`src/slm_pkg.sv`:
```
// package for the shared transceiver lane selection block
// assumes a single 50 MHz clock and an avalon-mm register master
`default_nettype none
package slm_pkg;
	// register word byte addresses
	localparam logic [3:0] ADDR_LANE_SEL  = 4'h0;
	localparam logic [3:0] ADDR_ETH_CFG   = 4'h4;
	localparam logic [3:0] ADDR_HOTPLUG   = 4'h8;
	localparam logic [3:0] ADDR_STATUS    = 4'hc;
	localparam logic [31:0] UNMAPPED_DATA = 32'h0000_0000;

	// lane_sel fields
	localparam int SEL_A_LSB = 0;
	localparam int SEL_B_LSB = 2;
	localparam int SEL_C_LSB = 4;
	localparam int LOCK_BIT  = 8;
	// eth_cfg fields
	localparam int ETH_MODE_LSB  = 0;
	localparam int ETH_MAC_BIT   = 2;
	localparam int ETH_SLOT_LSB  = 4;
	localparam int ETH_SPD_LSB   = 8;
	// hotplug field
	localparam int HP_SEL_LSB    = 0;
	localparam int HP_PWR_BIT    = 4;
	// storage speed field, one two-bit code per controller
	localparam int SPD_LSB       = 16;

	localparam int NUM_LANES     = 3;
	localparam int PM_MAX_DRIVES = 5;
	localparam int QUAD_SLOTS    = 4;
	localparam int MAX_MACS      = 2;

	// blink timing
	localparam int  BLINK_MS      = 50;
	localparam int  CLK_KHZ       = 50_000;
	localparam int  BLINK_CYCLES  = BLINK_MS * CLK_KHZ;

	typedef enum logic [1:0] {
		OWN_STORAGE = 2'b00,
		OWN_ALT1    = 2'b01,
		OWN_ALT2    = 2'b10,
		OWN_NONE    = 2'b11
	} slm_owner_t;

	typedef enum logic [1:0] {
		ETH_OFF    = 2'b00,
		ETH_SINGLE = 2'b01,
		ETH_QUAD   = 2'b10,
		ETH_RSVD   = 2'b11
	} slm_eth_mode_t;

	typedef enum logic [1:0] {
		SPD_1G5 = 2'b00,
		SPD_3G0 = 2'b01,
		SPD_6G0 = 2'b10,
		SPD_BAD = 2'b11
	} slm_spd_t;

	typedef enum logic [1:0] {
		ESPD_10   = 2'b00,
		ESPD_100  = 2'b01,
		ESPD_1000 = 2'b10,
		ESPD_BAD  = 2'b11
	} slm_espd_t;

	// which banks lose their parallel mac route
	typedef struct packed {
		logic bank_four_off;
		logic bank_five_off;
		logic bank_six_off;
	} slm_bank_t;

	// lane enables per serdes
	typedef struct packed {
		logic storage;
		logic alt1;
		logic alt2;
	} slm_lane_en_t;
endpackage
`default_nettype wire

```
`src/slm_mux.sv`:
```
// shared transceiver lane selection, hot-plug sideband and lamp logic
// assumes registers are written by software before link bring-up
//
// Register access over Avalon-MM and the register addresses are this design's own decisions.
`default_nettype none
module slm_mux #(
	parameter int BLINK_CYCLES = slm_pkg::BLINK_CYCLES
) (
	input  wire logic                      clk,
	input  wire logic                      reset_n,
	input  wire logic                      clk_en,
	// avalon-mm slave
	input  wire logic [3:0]                avs_address,
	input  wire logic                      avs_read,
	input  wire logic                      avs_write,
	input  wire logic [31:0]               avs_writedata,
	input  wire logic [3:0]                avs_byteenable,
	output logic [31:0]                    avs_readdata,
	output logic                           avs_waitrequest,
	// storage controller activity, one per controller
	input  wire logic [2:0]                storage_busy,
	// hot-plug sideband pins
	input  wire logic                      hotplug_presence_in,
	input  wire logic                      hotplug_switch_in,
	output logic                           hotplug_power_out,
	// per-controller sideband view
	output logic [2:0]                     storage_presence,
	output logic [2:0]                     storage_switch,
	input  wire logic [2:0]                storage_power_req,
	// lane enables
	output slm_pkg::slm_lane_en_t          serdes_a_en,
	output slm_pkg::slm_lane_en_t          serdes_b_en,
	output slm_pkg::slm_lane_en_t          serdes_c_en,
	output slm_pkg::slm_spd_t [2:0]        storage_speed,
	output logic [2:0]                     storage_pm_en,
	// ethernet pcs
	output logic                           quad_serial_route_zero,
	output logic                           quad_serial_route_one,
	output slm_pkg::slm_eth_mode_t         pcs_mode,
	output logic [3:0]                     quad_slot_en,
	output slm_pkg::slm_espd_t             pcs_port_speed,
	output logic                           ethernet_mac_a_serial,
	output logic                           ethernet_mac_b_serial,
	output slm_pkg::slm_bank_t             bank_off,
	output logic [2:0]                     activity_lamp
);
	// ------------------------------------------------------------
	// registers
	// ------------------------------------------------------------
	logic [31:0] lane_sel_r;
	logic [31:0] eth_cfg_r;
	logic [31:0] hotplug_r;
	logic        rd_pend_r;
	logic        cfg_err_r;

	logic        wr_ok;
	logic        locked;
	logic [31:0] wmask;

	// the lamp counter needs at least two counts per phase
	if (BLINK_CYCLES < 2) begin : g_bad_blink
		$error("blink period too short");
	end

	assign locked = lane_sel_r[slm_pkg::LOCK_BIT];
	assign wmask  = {{8{avs_byteenable[3]}}, {8{avs_byteenable[2]}},
		{8{avs_byteenable[1]}}, {8{avs_byteenable[0]}}};
	assign wr_ok  = clk_en && avs_write;

	// ------------------------------------------------------------
	// bus slave: writes in zero wait, reads after one wait cycle
	// ------------------------------------------------------------
	// a frozen slave must not let a write slip past untaken
	assign avs_waitrequest = (avs_read && !rd_pend_r) ||
		((avs_read || avs_write) && !clk_en);

	always_ff @(posedge clk) begin
		if (!reset_n)
			rd_pend_r <= 1'b0;
		else if (clk_en)
			rd_pend_r <= avs_read && !rd_pend_r;
	end

	// lane ownership frozen once lock is set
	always_ff @(posedge clk) begin
		if (!reset_n)
			lane_sel_r <= 32'h0000_0000;
		else if (wr_ok && avs_address == slm_pkg::ADDR_LANE_SEL && !locked)
			lane_sel_r <= (lane_sel_r & ~wmask) | (avs_writedata & wmask);
	end

	always_ff @(posedge clk) begin
		if (!reset_n)
			eth_cfg_r <= 32'h0000_0000;
		else if (wr_ok && avs_address == slm_pkg::ADDR_ETH_CFG && !locked)
			eth_cfg_r <= (eth_cfg_r & ~wmask) | (avs_writedata & wmask);
	end

	always_ff @(posedge clk) begin
		if (!reset_n)
			hotplug_r <= 32'h0000_0000;
		else if (wr_ok && avs_address == slm_pkg::ADDR_HOTPLUG)
			hotplug_r <= (hotplug_r & ~wmask) | (avs_writedata & wmask);
	end

	// ------------------------------------------------------------
	// decode of owners
	// ------------------------------------------------------------
	slm_pkg::slm_owner_t own_a;
	slm_pkg::slm_owner_t own_b;
	slm_pkg::slm_owner_t own_c;
	slm_pkg::slm_eth_mode_t emode;
	logic        mac_b_sel;
	logic        pcs_on_b;
	logic        pcs_on_c;
	logic        pcs_conflict;

	assign own_a = slm_pkg::slm_owner_t'(lane_sel_r[slm_pkg::SEL_A_LSB +: 2]);
	assign own_b = slm_pkg::slm_owner_t'(lane_sel_r[slm_pkg::SEL_B_LSB +: 2]);
	assign own_c = slm_pkg::slm_owner_t'(lane_sel_r[slm_pkg::SEL_C_LSB +: 2]);
	assign emode = slm_pkg::slm_eth_mode_t'(
		eth_cfg_r[slm_pkg::ETH_MODE_LSB +: 2]);
	assign mac_b_sel = eth_cfg_r[slm_pkg::ETH_MAC_BIT];

	// pcs needs an active mode; b wins if both request it
	assign pcs_on_b = (emode == slm_pkg::ETH_SINGLE ||
		emode == slm_pkg::ETH_QUAD) && own_b == slm_pkg::OWN_ALT2;
	assign pcs_on_c = (emode == slm_pkg::ETH_SINGLE ||
		emode == slm_pkg::ETH_QUAD) && own_c == slm_pkg::OWN_ALT2
		&& !pcs_on_b;
	assign pcs_conflict = own_b == slm_pkg::OWN_ALT2 &&
		own_c == slm_pkg::OWN_ALT2;

	// ------------------------------------------------------------
	// lane enables, at most one set per transceiver, registered
	// ------------------------------------------------------------
	always_ff @(posedge clk) begin
		if (!reset_n) begin
			serdes_a_en <= '0;
			serdes_b_en <= '0;
			serdes_c_en <= '0;
		end else if (clk_en) begin
			// serdes a has no second alternate
			serdes_a_en.storage <= own_a == slm_pkg::OWN_STORAGE;
			serdes_a_en.alt1    <= own_a == slm_pkg::OWN_ALT1;
			serdes_a_en.alt2    <= 1'b0;
			serdes_b_en.storage <= own_b == slm_pkg::OWN_STORAGE;
			serdes_b_en.alt1    <= own_b == slm_pkg::OWN_ALT1;
			serdes_b_en.alt2    <= pcs_on_b;
			serdes_c_en.storage <= own_c == slm_pkg::OWN_STORAGE;
			serdes_c_en.alt1    <= own_c == slm_pkg::OWN_ALT1;
			serdes_c_en.alt2    <= pcs_on_c;
		end
	end

	// ------------------------------------------------------------
	// storage speed and port multiplier
	// ------------------------------------------------------------
	genvar gi;
	generate
		for (gi = 0; gi < slm_pkg::NUM_LANES; gi++) begin : g_stor
			logic [1:0] spd_code;
			assign spd_code = lane_sel_r[slm_pkg::SPD_LSB + 2*gi +: 2];
			always_ff @(posedge clk) begin
				if (!reset_n) begin
					storage_speed[gi] <= slm_pkg::SPD_1G5;
					storage_pm_en[gi] <= 1'b0;
				end else if (clk_en) begin
					// reserved code falls back to top rate
					storage_speed[gi] <= (spd_code == 2'b11) ?
						slm_pkg::SPD_6G0 : slm_pkg::slm_spd_t'(spd_code);
					// one port multiplier, up to PM_MAX_DRIVES
					storage_pm_en[gi] <= lane_sel_r[slm_pkg::LOCK_BIT + 1 + gi];
				end
			end
		end
	endgenerate

	// ------------------------------------------------------------
	// activity lamps
	// ------------------------------------------------------------
	logic [$clog2(BLINK_CYCLES)-1:0] blink_cnt_r;
	logic        blink_ph_r;
	logic [2:0]  own_stor;

	assign own_stor = {serdes_c_en.storage, serdes_b_en.storage,
		serdes_a_en.storage};

	always_ff @(posedge clk) begin
		if (!reset_n) begin
			blink_cnt_r <= '0;
			blink_ph_r  <= 1'b0;
		end else if (clk_en) begin
			if (blink_cnt_r == ($clog2(BLINK_CYCLES))'(
				BLINK_CYCLES - 1)) begin
				blink_cnt_r <= '0;
				blink_ph_r  <= !blink_ph_r;
			end else begin
				blink_cnt_r <= blink_cnt_r + 1'b1;
			end
		end
	end

	always_ff @(posedge clk) begin
		if (!reset_n)
			activity_lamp <= 3'b000;
		else if (clk_en)
			activity_lamp <= storage_busy & own_stor & {3{blink_ph_r}};
	end

	// ------------------------------------------------------------
	// hot-plug sideband routing
	// ------------------------------------------------------------
	logic [1:0] hp_sel;
	assign hp_sel = hotplug_r[slm_pkg::HP_SEL_LSB +: 2];

	always_ff @(posedge clk) begin
		if (!reset_n) begin
			storage_presence  <= 3'b000;
			storage_switch    <= 3'b000;
			hotplug_power_out <= 1'b0;
		end else if (clk_en) begin
			// inputs from external circuitry
			for (int i = 0; i < slm_pkg::NUM_LANES; i++) begin
				storage_presence[i] <= hotplug_presence_in && hp_sel == 2'(i);
				storage_switch[i]   <= hotplug_switch_in && hp_sel == 2'(i);
			end
			// power from the selected controller or software
			hotplug_power_out <= hp_sel != 2'b11 &&
				(storage_power_req[hp_sel] || hotplug_r[slm_pkg::HP_PWR_BIT]);
		end
	end

	// ------------------------------------------------------------
	// ethernet pcs and bank ownership
	// ------------------------------------------------------------
	logic [3:0] slot_req;
	logic [3:0] slot_lim;
	assign slot_req = eth_cfg_r[slm_pkg::ETH_SLOT_LSB +: 4];

	// keep only the two lowest requested slots
	always_comb begin
		int n;
		n = 0;
		slot_lim = 4'h0;
		for (int i = 0; i < slm_pkg::QUAD_SLOTS; i++) begin
			if (slot_req[i] && n < slm_pkg::MAX_MACS) begin
				slot_lim[i] = 1'b1;
				n = n + 1;
			end
		end
	end

	always_ff @(posedge clk) begin
		if (!reset_n) begin
			quad_serial_route_zero <= 1'b0;
			quad_serial_route_one  <= 1'b0;
			pcs_mode               <= slm_pkg::ETH_OFF;
			quad_slot_en           <= 4'h0;
			pcs_port_speed         <= slm_pkg::ESPD_1000;
			ethernet_mac_a_serial  <= 1'b0;
			ethernet_mac_b_serial  <= 1'b0;
			bank_off               <= '0;
		end else if (clk_en) begin
			quad_serial_route_zero <= pcs_on_b;
			quad_serial_route_one  <= pcs_on_c;
			pcs_port_speed <= slm_pkg::slm_espd_t'(
				eth_cfg_r[slm_pkg::ETH_SPD_LSB +: 2]);
			if (pcs_on_b || pcs_on_c) begin
				case (emode)
				slm_pkg::ETH_QUAD: begin
					pcs_mode              <= slm_pkg::ETH_QUAD;
					quad_slot_en          <= slot_lim;
					ethernet_mac_a_serial <= 1'b1;
					ethernet_mac_b_serial <= 1'b1;
					bank_off              <= 3'b111;
				end
				slm_pkg::ETH_SINGLE: begin
					// 1.25 Gb/s single port, also on quad pcs
					pcs_mode              <= slm_pkg::ETH_SINGLE;
					quad_slot_en          <= 4'h1;
					ethernet_mac_a_serial <= !mac_b_sel;
					ethernet_mac_b_serial <= mac_b_sel;
					bank_off <= mac_b_sel ? 3'b011 : 3'b100;
				end
				default: begin
					pcs_mode              <= slm_pkg::ETH_OFF;
					quad_slot_en          <= 4'h0;
					ethernet_mac_a_serial <= 1'b0;
					ethernet_mac_b_serial <= 1'b0;
					bank_off              <= '0;
				end
				endcase
			end else begin
				pcs_mode              <= slm_pkg::ETH_OFF;
				quad_slot_en          <= 4'h0;
				ethernet_mac_a_serial <= 1'b0;
				ethernet_mac_b_serial <= 1'b0;
				bank_off              <= '0;
			end
		end
	end

	// ------------------------------------------------------------
	// status and read data
	// ------------------------------------------------------------
	always_ff @(posedge clk) begin
		if (!reset_n)
			cfg_err_r <= 1'b0;
		else if (clk_en)
			cfg_err_r <= pcs_conflict || emode == slm_pkg::ETH_RSVD;
	end

	always_ff @(posedge clk) begin
		if (!reset_n)
			avs_readdata <= slm_pkg::UNMAPPED_DATA;
		else if (clk_en && avs_read && !rd_pend_r) begin
			case (avs_address)
			slm_pkg::ADDR_LANE_SEL: avs_readdata <= lane_sel_r;
			slm_pkg::ADDR_ETH_CFG:  avs_readdata <= eth_cfg_r;
			slm_pkg::ADDR_HOTPLUG:  avs_readdata <= hotplug_r;
			slm_pkg::ADDR_STATUS:   avs_readdata <= {14'h0000,
				cfg_err_r, hotplug_power_out, hotplug_switch_in,
				hotplug_presence_in, bank_off, quad_serial_route_one,
				quad_serial_route_zero, activity_lamp, serdes_c_en,
				serdes_b_en};
			default:                avs_readdata <= slm_pkg::UNMAPPED_DATA;
			endcase
		end
	end
endmodule
`default_nettype wire

```
`config.mk`:
```
export PLATFORM = sky130hd
export DESIGN_NAME = slm_mux
export DESIGN_NICKNAME = d
export VERILOG_FILES = /design/src/slm_pkg.sv /design/src/slm_mux.sv
export SDC_FILE = /design/constraint.sdc
export NUM_CORES = 1
export LEC_CHECK = 0
export ABC_AREA = 1
export BUFFER_PORTS_ARGS = -buffer_cell sky130_fd_sc_hd__buf_2
export CAP_MARGIN = 0
export CORE_ASPECT_RATIO = 0.8
export CORE_MARGIN = 8
export CORE_UTILIZATION = 51
export DETAILED_ROUTE_END_ITERATION = 12
export GPL_TIMING_DRIVEN = 0
export PLACE_DENSITY = 0.76
export SETUP_SLACK_MARGIN = 0.15
export SYNTH_ARGS = -nofsm -noshare
export SYNTH_HDL_FRONTEND = slang
export SYNTH_SLANG_ARGS = --single-unit
```
`constraint.sdc`:
```
create_clock -name clk -period 1.45 [get_ports clk]
set_input_delay 0.3625 -clock clk [delete_from_list [all_inputs] [get_ports clk]]
set_output_delay 0.3625 -clock clk [all_outputs]
set_load 0.005 [all_outputs]
```
-- Word level (Yosys, flattened, before mapping)
Cells that the tools add are included.
- flip-flop bits (word level): 193
- latch bits: 0
- RAM bits: 0
- bits in read-only memories: 0
- bits of input ports: 53
- output and inout port bits: 76
- word-level logic and storage cells: 136
- memories: 0
- add/subtract/negate cells: 3
- multiply operators: 0
- divide/modulo/power cells: 0
- order comparisons: 4
- equal/unequal tests: 18
- shift-type cells: 0
- muxes and demuxes: 25
- bitwise logic cells: 10
- reductions and logical operators: 42
- operator list (cell ; count):
    bitwise AND 32 bit ; 4
    case mux 32 bit (4 select lines) ; 1
    less-than comparator 32 x 3 -> 1 bit (second input constant) ; 3
    bitwise OR 32 bit ; 3
    adder 32 x 2 -> 32 bit (second input constant) ; 2
    two-way mux 32 bit ; 2
    inverter 32 bit ; 1
    logical AND 1 bit ; 24
    adder 22 x 1 -> 22 bit (second input constant) ; 1
    equality test 22 bit (second input constant) ; 1
    two-way mux 22 bit ; 1
    equality test 2 bit (second input constant) ; 8
    equality test 2 x 1 -> 1 bit (second input constant) ; 5
    equality test 4 bit (second input constant) ; 2
    zero test 2 bit ; 4
    two-way mux 1 bit ; 8
    two-way mux 2 bit ; 4
    case mux 4 bit (2 select lines) ; 1
    bitwise AND 3 bit ; 2
    zero test 1 bit ; 6
    logical OR 1 bit ; 6
    two-way mux 3 bit ; 2
    case mux 3 bit (2 select lines) ; 1
    equality test 4 x 3 -> 1 bit (second input constant) ; 1
    other kinds (8) ; 9

-- Longest topological paths before layout
Gate-level depths: netlist (run 1).
- depth in word-level cells: 12
- mapped depth: 9
- depth with buffers taken out: 9

-- Worst setup path before layout (run 1)
OpenSTA, ideal clock, no wires.
- path type: register to register
- start point: register (tool-made name)
- end point: register quad_slot_en[1]
- setup time: 0.071 ns
- arrival: 1.410 ns
- required time: 1.379 ns
- path slack: -0.031 ns
- stages on the path, launching flop included: 10
- period minus slack after synthesis: 1.481 ns
- path through: dfxtp_1 inv_1 ha_1 inv_1 nand3_1 nand2_1 nand2_1 nor2_1 nand2_1 a21oi_1
- RTL lines (item ; RTL line ; RTL):
    to (signal assigned) ; slm_mux.sv:273 ; quad_slot_en <= slot_lim;
    to (decl) ; slm_mux.sv:40 ; output logic [3:0] quad_slot_en,

-- Worst setup path after layout (run 1)
- start point: input port clk_en
- end point: output port avs_waitrequest
- longest elaborated chain between the ends: 3
- ends and longest elaborated chain (item ; RTL line ; RTL):
    from (decl) ; slm_mux.sv:11 ; input wire logic clk_en,
    zero test 1 bit ; slm_mux.sv:75 ; ((avs_read || avs_write) && !clk_en);
    logical AND 1 bit ; slm_mux.sv:75 ;
    logical OR 1 bit ; slm_mux.sv:74 ; assign avs_waitrequest = (avs_read && !rd_pend_r) ||
    to (decl) ; slm_mux.sv:19 ; output logic avs_waitrequest,
Every way passes these cells.

==> flow_summary.toml, run 1 <==
[floorplan]
fp.dieH_um = 131
num_rows = 42
die_area_um2 = 20900
ios = 129
placeableCoreArea_um2 = 16300
floorplan.die.width_um = 159
initial_utilization_pct = 51.4

[clocking]
cts_tree = "done"
cts_made_buffers = 17
worst_setup_hold_path_clk_slew_ns = 0.07
cts-root-to-sink-buffers = 2
clock-sinks = 190
htreeDepth = 4
hold_buffers = 0
worst_skew_pair_later_pin_latency_ns = 0.44
root_buffer = "clkbuf_16"

[logic_synthesis]
synth.distinct_cells = 31
syn_avg_cell_area_um2 = 7.05
synth_top_area_cells = "dfxtp_1, nand2_1, nand3_1, a21oi_1, nor2_1"
synth-seq-area-share_pct = 45.3
mappedNetlistNets = 1252
syn-cell-area_um2 = 8400
synthArstFlopShare_pct = 0
synth_enable_flop_cells = 0
synth_top_area_share_pct = 45.3
synth_seq_cells = 190
yosys_most_used_dff = "dfxtp_1"
yosys_warnings = 0
syn-instance-count = 1192
synth_area_leader_cell = "dfxtp_1"

[layout]
post-route-cell-area_um2 = 11100
seq_area_um2 = 3890
num-nets-final = 1433
fillers = 1326
final_common_cell = "nand2_1"
share_of_cells_above_drive_strength_1_pct = 30.1
finalCoreUtilization_pct = 67.9
multi_input_area_um2 = 4500
most-common-layout-cells = "nand2_1, dfxtp_1, buf_2, nor2_1, nand3_1"
diodes = 0
syn_to_final_growth_pct = 32.1

[place]
detailedPlace.worstSlack_ns = -0.479
hpwlAfterDp_mm = 19.8
portBuffers = 125
placement.cell_area_um2 = 9340
place.gp.congestion = 0.953

[power_and_ir_drop]
cellInternalPower_mw = 8.22
power_density_nw_per_um2 = 984
sequential_share_of_power_pct = 48.5
worst_vdd_drop_v = 0.000897
clock_power_share_pct = 43.2
netSwitchingPower_mw = 2.71
power.leakage_nw = 4.56
pwr-share-comb_pct = 8.3
power.switching_fraction_pct = 24.8

[sta]
timing_max_transition_violations_final = 0
timing.final.setup_violations = 0
report.final.hold_viol_count = 0
final_min_period_over_clock_period_pct = 99.9
tightestPinTransition_ns = 0.781
timing.max_slew.rel_slack_pct = 47.9
achievable-frequency_ghz = 0.690
skew_ns = 0.00642
rsz0062_at_grt = "yes"
setup_slack_ns = 0.000855
tmin_final_ns = 1.45

[critical_path]
end_kind = "primary output"
rr_worst_depth = 7
critPathKind = "primary input to primary output"
crit_path_arrival_time_ns = 1.09
worst-endpoint-required_ns = 1.09
cp_max_fo = 4
kind_of_start_point_of_the_critical_path = "primary input"

[job]
drv.max_cap_violation_count = 0

[route]
detailed_route_wire_length_mm = 29.3
wl_per_cell_um = 18.2
drcViolationCount = 0
detail_routed_via_count_per_cell = 5.77
detailroute.via_count = 9260
first_iter_violations = 1048
number_of_iterations_in_the_first_detailed_routing_pass = 7
postRouteAntennaNets = 0

[grt]
grt_first_pass_wirelength_mm = 43.4
grt_antenna_before_repair = 0
grt.overflow.total = 0
grt_start_max_net_pins = 17
grt_pass1_vias = 8295
grt_use_total_pct = 26.1

[outcome]
status = "completed"

[worst_hold_path]
worst_hold_path_type = "primary input to register"
holdPathStages = 3
[path summary, 6_finish.rpt]
check / slack [ns] / start / end
setup / recovery: 0.0009 / clk_en / avs_waitrequest
hold reg to reg: 0.45 / register / register
hold / removal: 0.18 / avs_writedata[20] / register
setup reg to reg: 0.05 / blink_cnt_r[0] / blink_cnt_r[3]
[synth_stat cells (4+ instances only)]
master,n
nand2_1,251
o21ai_1,13
buf_2,33
nand4_1,31
nor2_1,160
a21oi_1,131
inv_2,4
buf_4,7
nor2_4,6
nand3_1,145
inv_1,62
dfxtp_1,190
clkbuf_1,35
nor3_1,13
xor2_1,5
o21ai_0,75
ha_1,7
[layout make-up]
class,instances,share of cell area (%)
plain buffers,78,5.09
multi-input cells,858,40.5
clock buffers,22,4.27
repair buffers,162,9.03
flip-flops and latches,190,35.1
clock inverters,9,0.992
inverters,66,2.51
well taps,220,2.48
[timing repair]
| item | in CTS | in global routing |
|---|---|---|
| gates resized for setup | 108 | 234 |
| setup buffers | 22 | 13 |
| gates cloned | 1 | 1 |
| endpoints found under the setup margin | 156 | 182 |
| pin swaps | 18 | 48 |
[layer usage]
layer / GRT usage [%] / up-vias / wire, µm
li1: - / 4309 / -
met1: 33.8 / 4314 / 12100
met2: 41.4 / 533 / 13200
met3: 6.57 / 104 / 2870
met4: 10.6 / 0 / 1150
met5: 0 / - / 0
[power groups by stage]
stage	Combinational [mW]	Sequential, mW	Clock (mW)
after floorplan	0.368	5.42	0
after global placement	0.695	5.43	0
after detailed placement	0.702	5.43	0
after CTS	0.768	5.30	4.71
after global routing	0.962	5.30	4.91
final	0.911	5.30	4.71
[logic make-up (layout without fill, tap and decap cells)]
| logic type | Yosys count | after routing | share of synthesized area [%] |
|---|---|---|---|
| and+or+nand+nor | 616 | 616 | 31.9 |
| AOI/OAI and AO/OA | 227 | 227 | 13.8 |
| DFF | 190 | 190 | 45.3 |
| buffers and inverters | 144 | 337 | 7.24 |
| adders and majority gates | 7 | 7 | 1.04 |
| xor gates and xnor gates | 7 | 7 | 0.730 |
| other | 1 | 1 | 0.0446 |
[worst max-delay path, stage by stage]
cell	delay [ns]
buf_4	0.15
inv_4	0.05
buf_12	0.12
buf_8	0.11
o21ai_2	0.06
o21ai_2	0.09
buf_2	0.13
[through the flow]
step	hold WS, ns	instances	TNS (ns)	total power [mW]
2_1_floorplan	0.430	1192	0	5.79
3_3_place_gp	0.441	1537	-49.99	6.12
3_5_place_dp	0.446	1537	-52.76	6.13
4_1_cts	0.184	1591	0	10.8
5_1_grt	0.191	1605	-0.0595	11.2
6_report	0.178	1605	0	10.9
Power figures use the tool's default switching activity.
==> run 2: changes to the inputs <==
--- a/config.mk
+++ b/config.mk
@@ -11,6 +11,7 @@
 export CORE_ASPECT_RATIO = 0.8
 export CORE_MARGIN = 8
 export CORE_UTILIZATION = 51
+export CTS_CLUSTER_SIZE = 25
 export DETAILED_ROUTE_END_ITERATION = 12
 export GPL_TIMING_DRIVEN = 0
 export PLACE_DENSITY = 0.76
==> constraint.sdc (replaced) <==
create_clock -name clk -period 1.45 [get_ports clk]
set_input_delay 0.3625 -clock clk [delete_from_list [all_inputs] [get_ports clk]]
set_output_delay 0.3625 -clock clk [all_outputs]
set_load 0.1 [all_outputs]
==> run 2 against run 1 <==
Net effect: the run now ends with setup timing left; hold slack got worse by 0.012 ns; final cell count rose by 2.6%; maximum frequency fell by 6.3%; sequential cell count did not move; largest power group unchanged; count of clock-buffer cells in the layout did not move; utilization rose by 11 points; first-iteration DRC count rose by 45%; die area did not move.
==> flow_summary.toml, run 2 (synthesized netlist as in run 1, its figures left out) <==
[clocking]
root_buffer = "clkbuf_16"
clock-sinks = 190
cts-root-to-sink-buffers = 2
worst_skew_pair_later_pin_latency_ns = 0.46
htreeDepth = 4
hold_buffers = 0
cts_made_buffers = 17
worst_setup_hold_path_clk_slew_ns = 0.07
cts_tree = "done"

[critical_path]
crit_path_arrival_time_ns = 1.18
kind_of_start_point_of_the_critical_path = "primary input"
end_kind = "primary output"
cp_max_fo = 10
worst_path_max_delay_cell = "buf_12"
critPathKind = "primary input to primary output"
crit_path_frequent_cell = "buf_12"
worst-endpoint-required_ns = 1.09
critical_path.max_stage_delay_ns = 0.19
worstPathCellList = "buf_4, inv_4, buf_12, buf_12, o21ai_2, o21ai_4, buf_12"

[sta]
tightestPinTransition_ns = 0.862
skew_ns = 0.0145
timing.max_slew.rel_slack_pct = 42.6
fin_setup_tns_ns = -0.552
timing.final.setup_violations = 24
timing_max_transition_violations_final = 0
achievable-frequency_ghz = 0.647
final_min_period_over_clock_period_pct = 107
tmin_final_ns = 1.55
report.final.hold_viol_count = 0
rsz0062_at_grt = "yes"
setup_slack_ns = -0.0958

[grt]
grt_start_max_net_pins = 17
grt.overflow.total = 0
grt_use_total_pct = 30.0
grt_pass1_vias = 9152
grt_first_pass_wirelength_mm = 49.7
grt_antenna_before_repair = 0

[layout]
share_of_cells_above_drive_strength_1_pct = 38.4
diodes = 0
final_common_cell = "nand2_1"
syn_to_final_growth_pct = 54.3
num-nets-final = 1474
fillers = 981
finalCoreUtilization_pct = 79.3
most-common-layout-cells = "nand2_1, nor2_1, nand3_1, a21oi_1, dfxtp_1"

[route]
drcViolationCount = 0
detailed_route_wire_length_mm = 35.4
number_of_iterations_in_the_first_detailed_routing_pass = 6
detail_routed_via_count_per_cell = 6.03
first_iter_violations = 1521
postRouteAntennaNets = 0
detailroute.via_count = 9922
wl_per_cell_um = 21.5

[job]
drv.max_cap_violation_count = 0

[floorplan]
floorplan.die.width_um = 159
ios = 129
num_rows = 42
die_area_um2 = 20900
initial_utilization_pct = 51.4
placeableCoreArea_um2 = 16300
fp.dieH_um = 131

[power_and_ir_drop]
power.leakage_nw = 5.10
worst_vdd_drop_v = 0.000881
power_density_nw_per_um2 = 891

[outcome]
status = "finished with violations"
violations = "setup timing"

[place]
place.gp.congestion = 0.928
portBuffers = 125
hpwlAfterDp_mm = 19.9

[worst_hold_path]
worst_hold_path_type = "primary input to register"
## run 2: cell count changes in the layout (fill, tap and decap cells not counted), sizes merged
cell      change
clkbuf        +1
clkinv        -2
inv           +1
buf          +40
clkinvlp      +1
## run 2: final timing paths
check | startpoint | endpoint | cells past startpoint | slack, ns
max | clk_en | avs_waitrequest | 7 | -0.1
min | avs_writedata[14] | register | 3 | 0.17
max reg2reg | rd_pend_r | avs_readdata[30] | 8 | -0.06
min reg2reg | register | register | 2 | 0.45
## run 2: stage by stage
stage | setup WS, ns | instances | hold WS (ns) | cell area [µm²] | power [mW]
global placement | -0.683 | 1537 | 0.442 | 9390 | 6.38
finish | -0.0958 | 1646 | 0.167 | 13000 | 11.6
global route | -0.0960 | 1646 | 0.180 | 13000 | 11.8
CTS | -0.0633 | 1615 | 0.182 | 11900 | 11.2
floorplan | 0.0410 | 1192 | 0.430 | 8490 | 6.04
detailed placement | -0.688 | 1537 | 0.445 | 9390 | 6.39
## run 2: report_power, final
part	internal, mW	total, mW	switching, mW
Combinational	0.469	1.42	0.950
Sequential	5.23	5.30	0.0670
Clock	2.67	4.83	2.17
Total	8.37	11.6	3.18
## run 2: layer usage
metal / part of all wire [%] / global-route usage, % / vias to the layer above
li1: - / - / 4394
met1: 37 / 37.1 / 4562
met2: 46 / 49.0 / 787
met3: 12 / 9.02 / 179
met4: 4.7 / 11.7 / 0
met5: 0 / 0 / -
## run 2: layout make-up
| cell class | count | area [µm²] | share of cell area (%) |
|---|---|---|---|
| flip-flops and latches | 190 | 3990 | 30.8 |
| plain buffers | 78 | 602 | 4.64 |
| repair buffers | 203 | 2480 | 19.1 |
| inverters | 66 | 273 | 2.10 |
| clock inverters | 9 | 111 | 0.859 |
| clock buffers | 22 | 474 | 3.66 |
| well taps | 220 | 275 | 2.12 |
| multi-input cells | 858 | 4760 | 36.7 |
## run 2: repair_timing
item | in CTS | in global routing
gates cloned | 1 | 3
buffers inserted | 46 | 28
endpoints found under the setup margin | 199 | 240
gates resized for setup | 468 | 283
pin swaps | 18 | 84
## run 2: worst max-delay path, delay by kind of cell
family / cells / cell delay (ns)
buffers and inverters: 5 / 0.67
AOI/OAI and AO/OA: 2 / 0.13
==> run 3: changes to the inputs <==
--- a/config.mk
+++ b/config.mk
@@ -8,13 +8,14 @@
 export ABC_AREA = 1
 export BUFFER_PORTS_ARGS = -buffer_cell sky130_fd_sc_hd__buf_2
 export CAP_MARGIN = 0
+export CELL_PAD_IN_SITES_DETAIL_PLACEMENT = 0
+export CELL_PAD_IN_SITES_GLOBAL_PLACEMENT = 1
 export CORE_ASPECT_RATIO = 0.8
 export CORE_MARGIN = 8
-export CORE_UTILIZATION = 51
-export CTS_CLUSTER_SIZE = 25
+export CORE_UTILIZATION = 37
 export DETAILED_ROUTE_END_ITERATION = 12
 export GPL_TIMING_DRIVEN = 0
-export PLACE_DENSITY = 0.76
+export PLACE_DENSITY_LB_ADDON = 0.1
 export SETUP_SLACK_MARGIN = 0.15
 export SYNTH_ARGS = -nofsm -noshare
 export SYNTH_HDL_FRONTEND = slang
==> constraint.sdc (replaced) <==
create_clock -name clk -period 1.3 [get_ports clk]
set_input_delay 0.325 -clock clk [delete_from_list [all_inputs] [get_ports clk]]
set_output_delay 0.325 -clock clk [all_outputs]
set_load 0.1 [all_outputs]
==> run 3 against run 2 <==
Net effect: the flow still finishes with violations (setup timing); worst setup slack got worse by 0.088 ns; utilization decreased by 15 points; global-route usage decreased by 5.7 points; total power increased by 11%; critical endpoint unchanged; cell area increased by 10%; largest power group unchanged; combinational power increased by 28%; critical path depth decreased by 5; register-to-register slack got worse by 0.10 ns; via count decreased by 5.0%; non-clock buffer count increased by 37; routed wire length decreased by 0.80%.
==> flow_summary.toml, run 3 (synthesized netlist as in run 1, its figures left out) <==
[layout]
diodes = 0
syn_to_final_growth_pct = 70.4
multi_input_area_um2 = 5330
finalCoreUtilization_pct = 64.0
num-nets-final = 1512
fillers = 1945
seq_area_um2 = 4020
share_of_cells_above_drive_strength_1_pct = 48.9
fin_cells = 1771
final_common_cell = "nand2_1"
most-common-layout-cells = "nand2_1, nand3_1, nor2_1, dfxtp_1, buf_12"
post-route-cell-area_um2 = 14300

[clocking]
worst_skew_pair_later_pin_latency_ns = 0.45
htreeDepth = 4
hold_buffers = 0
clock-sinks = 190
cts_tree = "done"
cts-root-to-sink-buffers = 2
worst_setup_hold_path_clk_slew_ns = 0.07
root_buffer = "clkbuf_16"
cts_made_buffers = 17

[route]
postRouteAntennaNets = 0
met2RoutedLength_mm = 16.1
wl_per_cell_um = 19.8
first_iter_violations = 599
detailroute.wirelength.met3_mm = 2.75
met1Wirelength_mm = 15.6
detailroute.via_count = 9428
detail_routed_via_count_per_cell = 5.32
detailed_route_wire_length_mm = 35.1
number_of_iterations_in_the_first_detailed_routing_pass = 6
topRoutingLayerUsed = "met4"
drcViolationCount = 0

[sta]
skew_ns = 0.0117
tightestPinTransition_ns = 1.00
setup_slack_ns = -0.184
timing.final.setup_violations = 119
tmin_final_ns = 1.48
rsz0062_at_grt = "yes"
achievable-frequency_ghz = 0.674
report.final.hold_viol_count = 0
timing.max_slew.rel_slack_pct = 33.3
final_min_period_over_clock_period_pct = 114
timing_max_transition_violations_final = 0
whs_ns = 0.144
fin_setup_tns_ns = -6.09

[critical_path]
crit_path_arrival_time_ns = 1.16
kind_of_start_point_of_the_critical_path = "register"
end_kind = "primary output"
rr_startpoint = "rd_pend_r"
critPathKind = "register to primary output"
cp_max_fo = 3
worst-endpoint-required_ns = 0.98
cp-startpoint = "rd_pend_r"

[floorplan]
floorplan.die.width_um = 184
num_rows = 49
placeableCoreArea_um2 = 22400
die_area_um2 = 27800
fp.dieH_um = 151
initial_utilization_pct = 37.5
ios = 129

[place]
placed_cells = 1623
placement.cell_area_um2 = 9790
place.gp.congestion = 0.850
hpwlAfterDp_mm = 22.7
portBuffers = 125

[grt]
grt_start_max_net_pins = 18
grt_antenna_before_repair = 0
grt.overflow.total = 0
grt_pass1_vias = 8927
grt_use_total_pct = 24.3
grt_first_pass_wirelength_mm = 52.0

[worst_hold_path]
worst_hold_path_type = "primary input to register"
hp-start = "avs_writedata[21]"

[power_and_ir_drop]
power.leakage_nw = 5.56
power_density_nw_per_um2 = 896
worst_vdd_drop_v = 0.000788

[job]
drv.max_cap_violation_count = 0

[outcome]
violations = "setup timing"
status = "finished with violations"
## run 3: cell types whose count changed in the layout (fill, tap and decap cells not counted), sizes merged
| cell | delta |
|---|---|
| bufinv | -2 |
| nand2 | +1 |
| clkinvlp | -3 |
| inv | +7 |
| clkbuf | +1 |
| clkinv | +1 |
| buf | +34 |
## run 3: critical path: stages (launching register included)
cell and delay, ns:
dfxtp_4 0.38, o21ai_4 0.15, buf_12 0.19
## run 3: through the flow
step / power, mW / worst slack [ns]
6_report: 12.8 / -0.184
5_1_grt: 13.2 / -0.200
4_1_cts: 12.7 / -0.186
3_5_place_dp: 7.23 / -0.773
3_3_place_gp: 7.23 / -0.715
2_1_floorplan: 6.78 / -0.00495
## run 3: cell type report
type,instances,share of cell area (%)
inverters,66,1.98
clock buffers,20,3.19
multi-input cells,859,37.3
well taps,306,2.67
plain buffers,78,5.10
repair buffers,240,21.1
flip-flops and latches,190,28.0
clock inverters,12,0.699
## run 3: where the power goes
group	total, mW	switching, mW	internal (mW)
clock network	5.12	2.52	2.61
registers	5.89	0.0694	5.82
logic	1.82	1.15	0.665
total	12.8	3.74	9.09
## run 3: layer usage
| layer | global-route usage, % | vias up |
|---|---|---|
| li1 | - | 4478 |
| met1 | 33.5 | 4526 |
| met2 | 38.0 | 373 |
| met3 | 5.18 | 51 |
| met4 | 6.36 | 0 |
| met5 | 0 | - |
## run 3: path summary, 6_finish.rpt
kind | to | slack, ns | cells past startpoint
max | avs_waitrequest | -0.18 | 2
max reg2reg | avs_readdata[2] | -0.16 | 7
min | register | 0.14 | 3
min reg2reg | register | 0.46 | 2
## run 3: what timing repair did
item                                    CTS  global route
endpoints found under the setup margin  258           232
cloned                                    9             5
pin swaps                                80           130
resized for setup                       587           261
setup buffers                            77            25
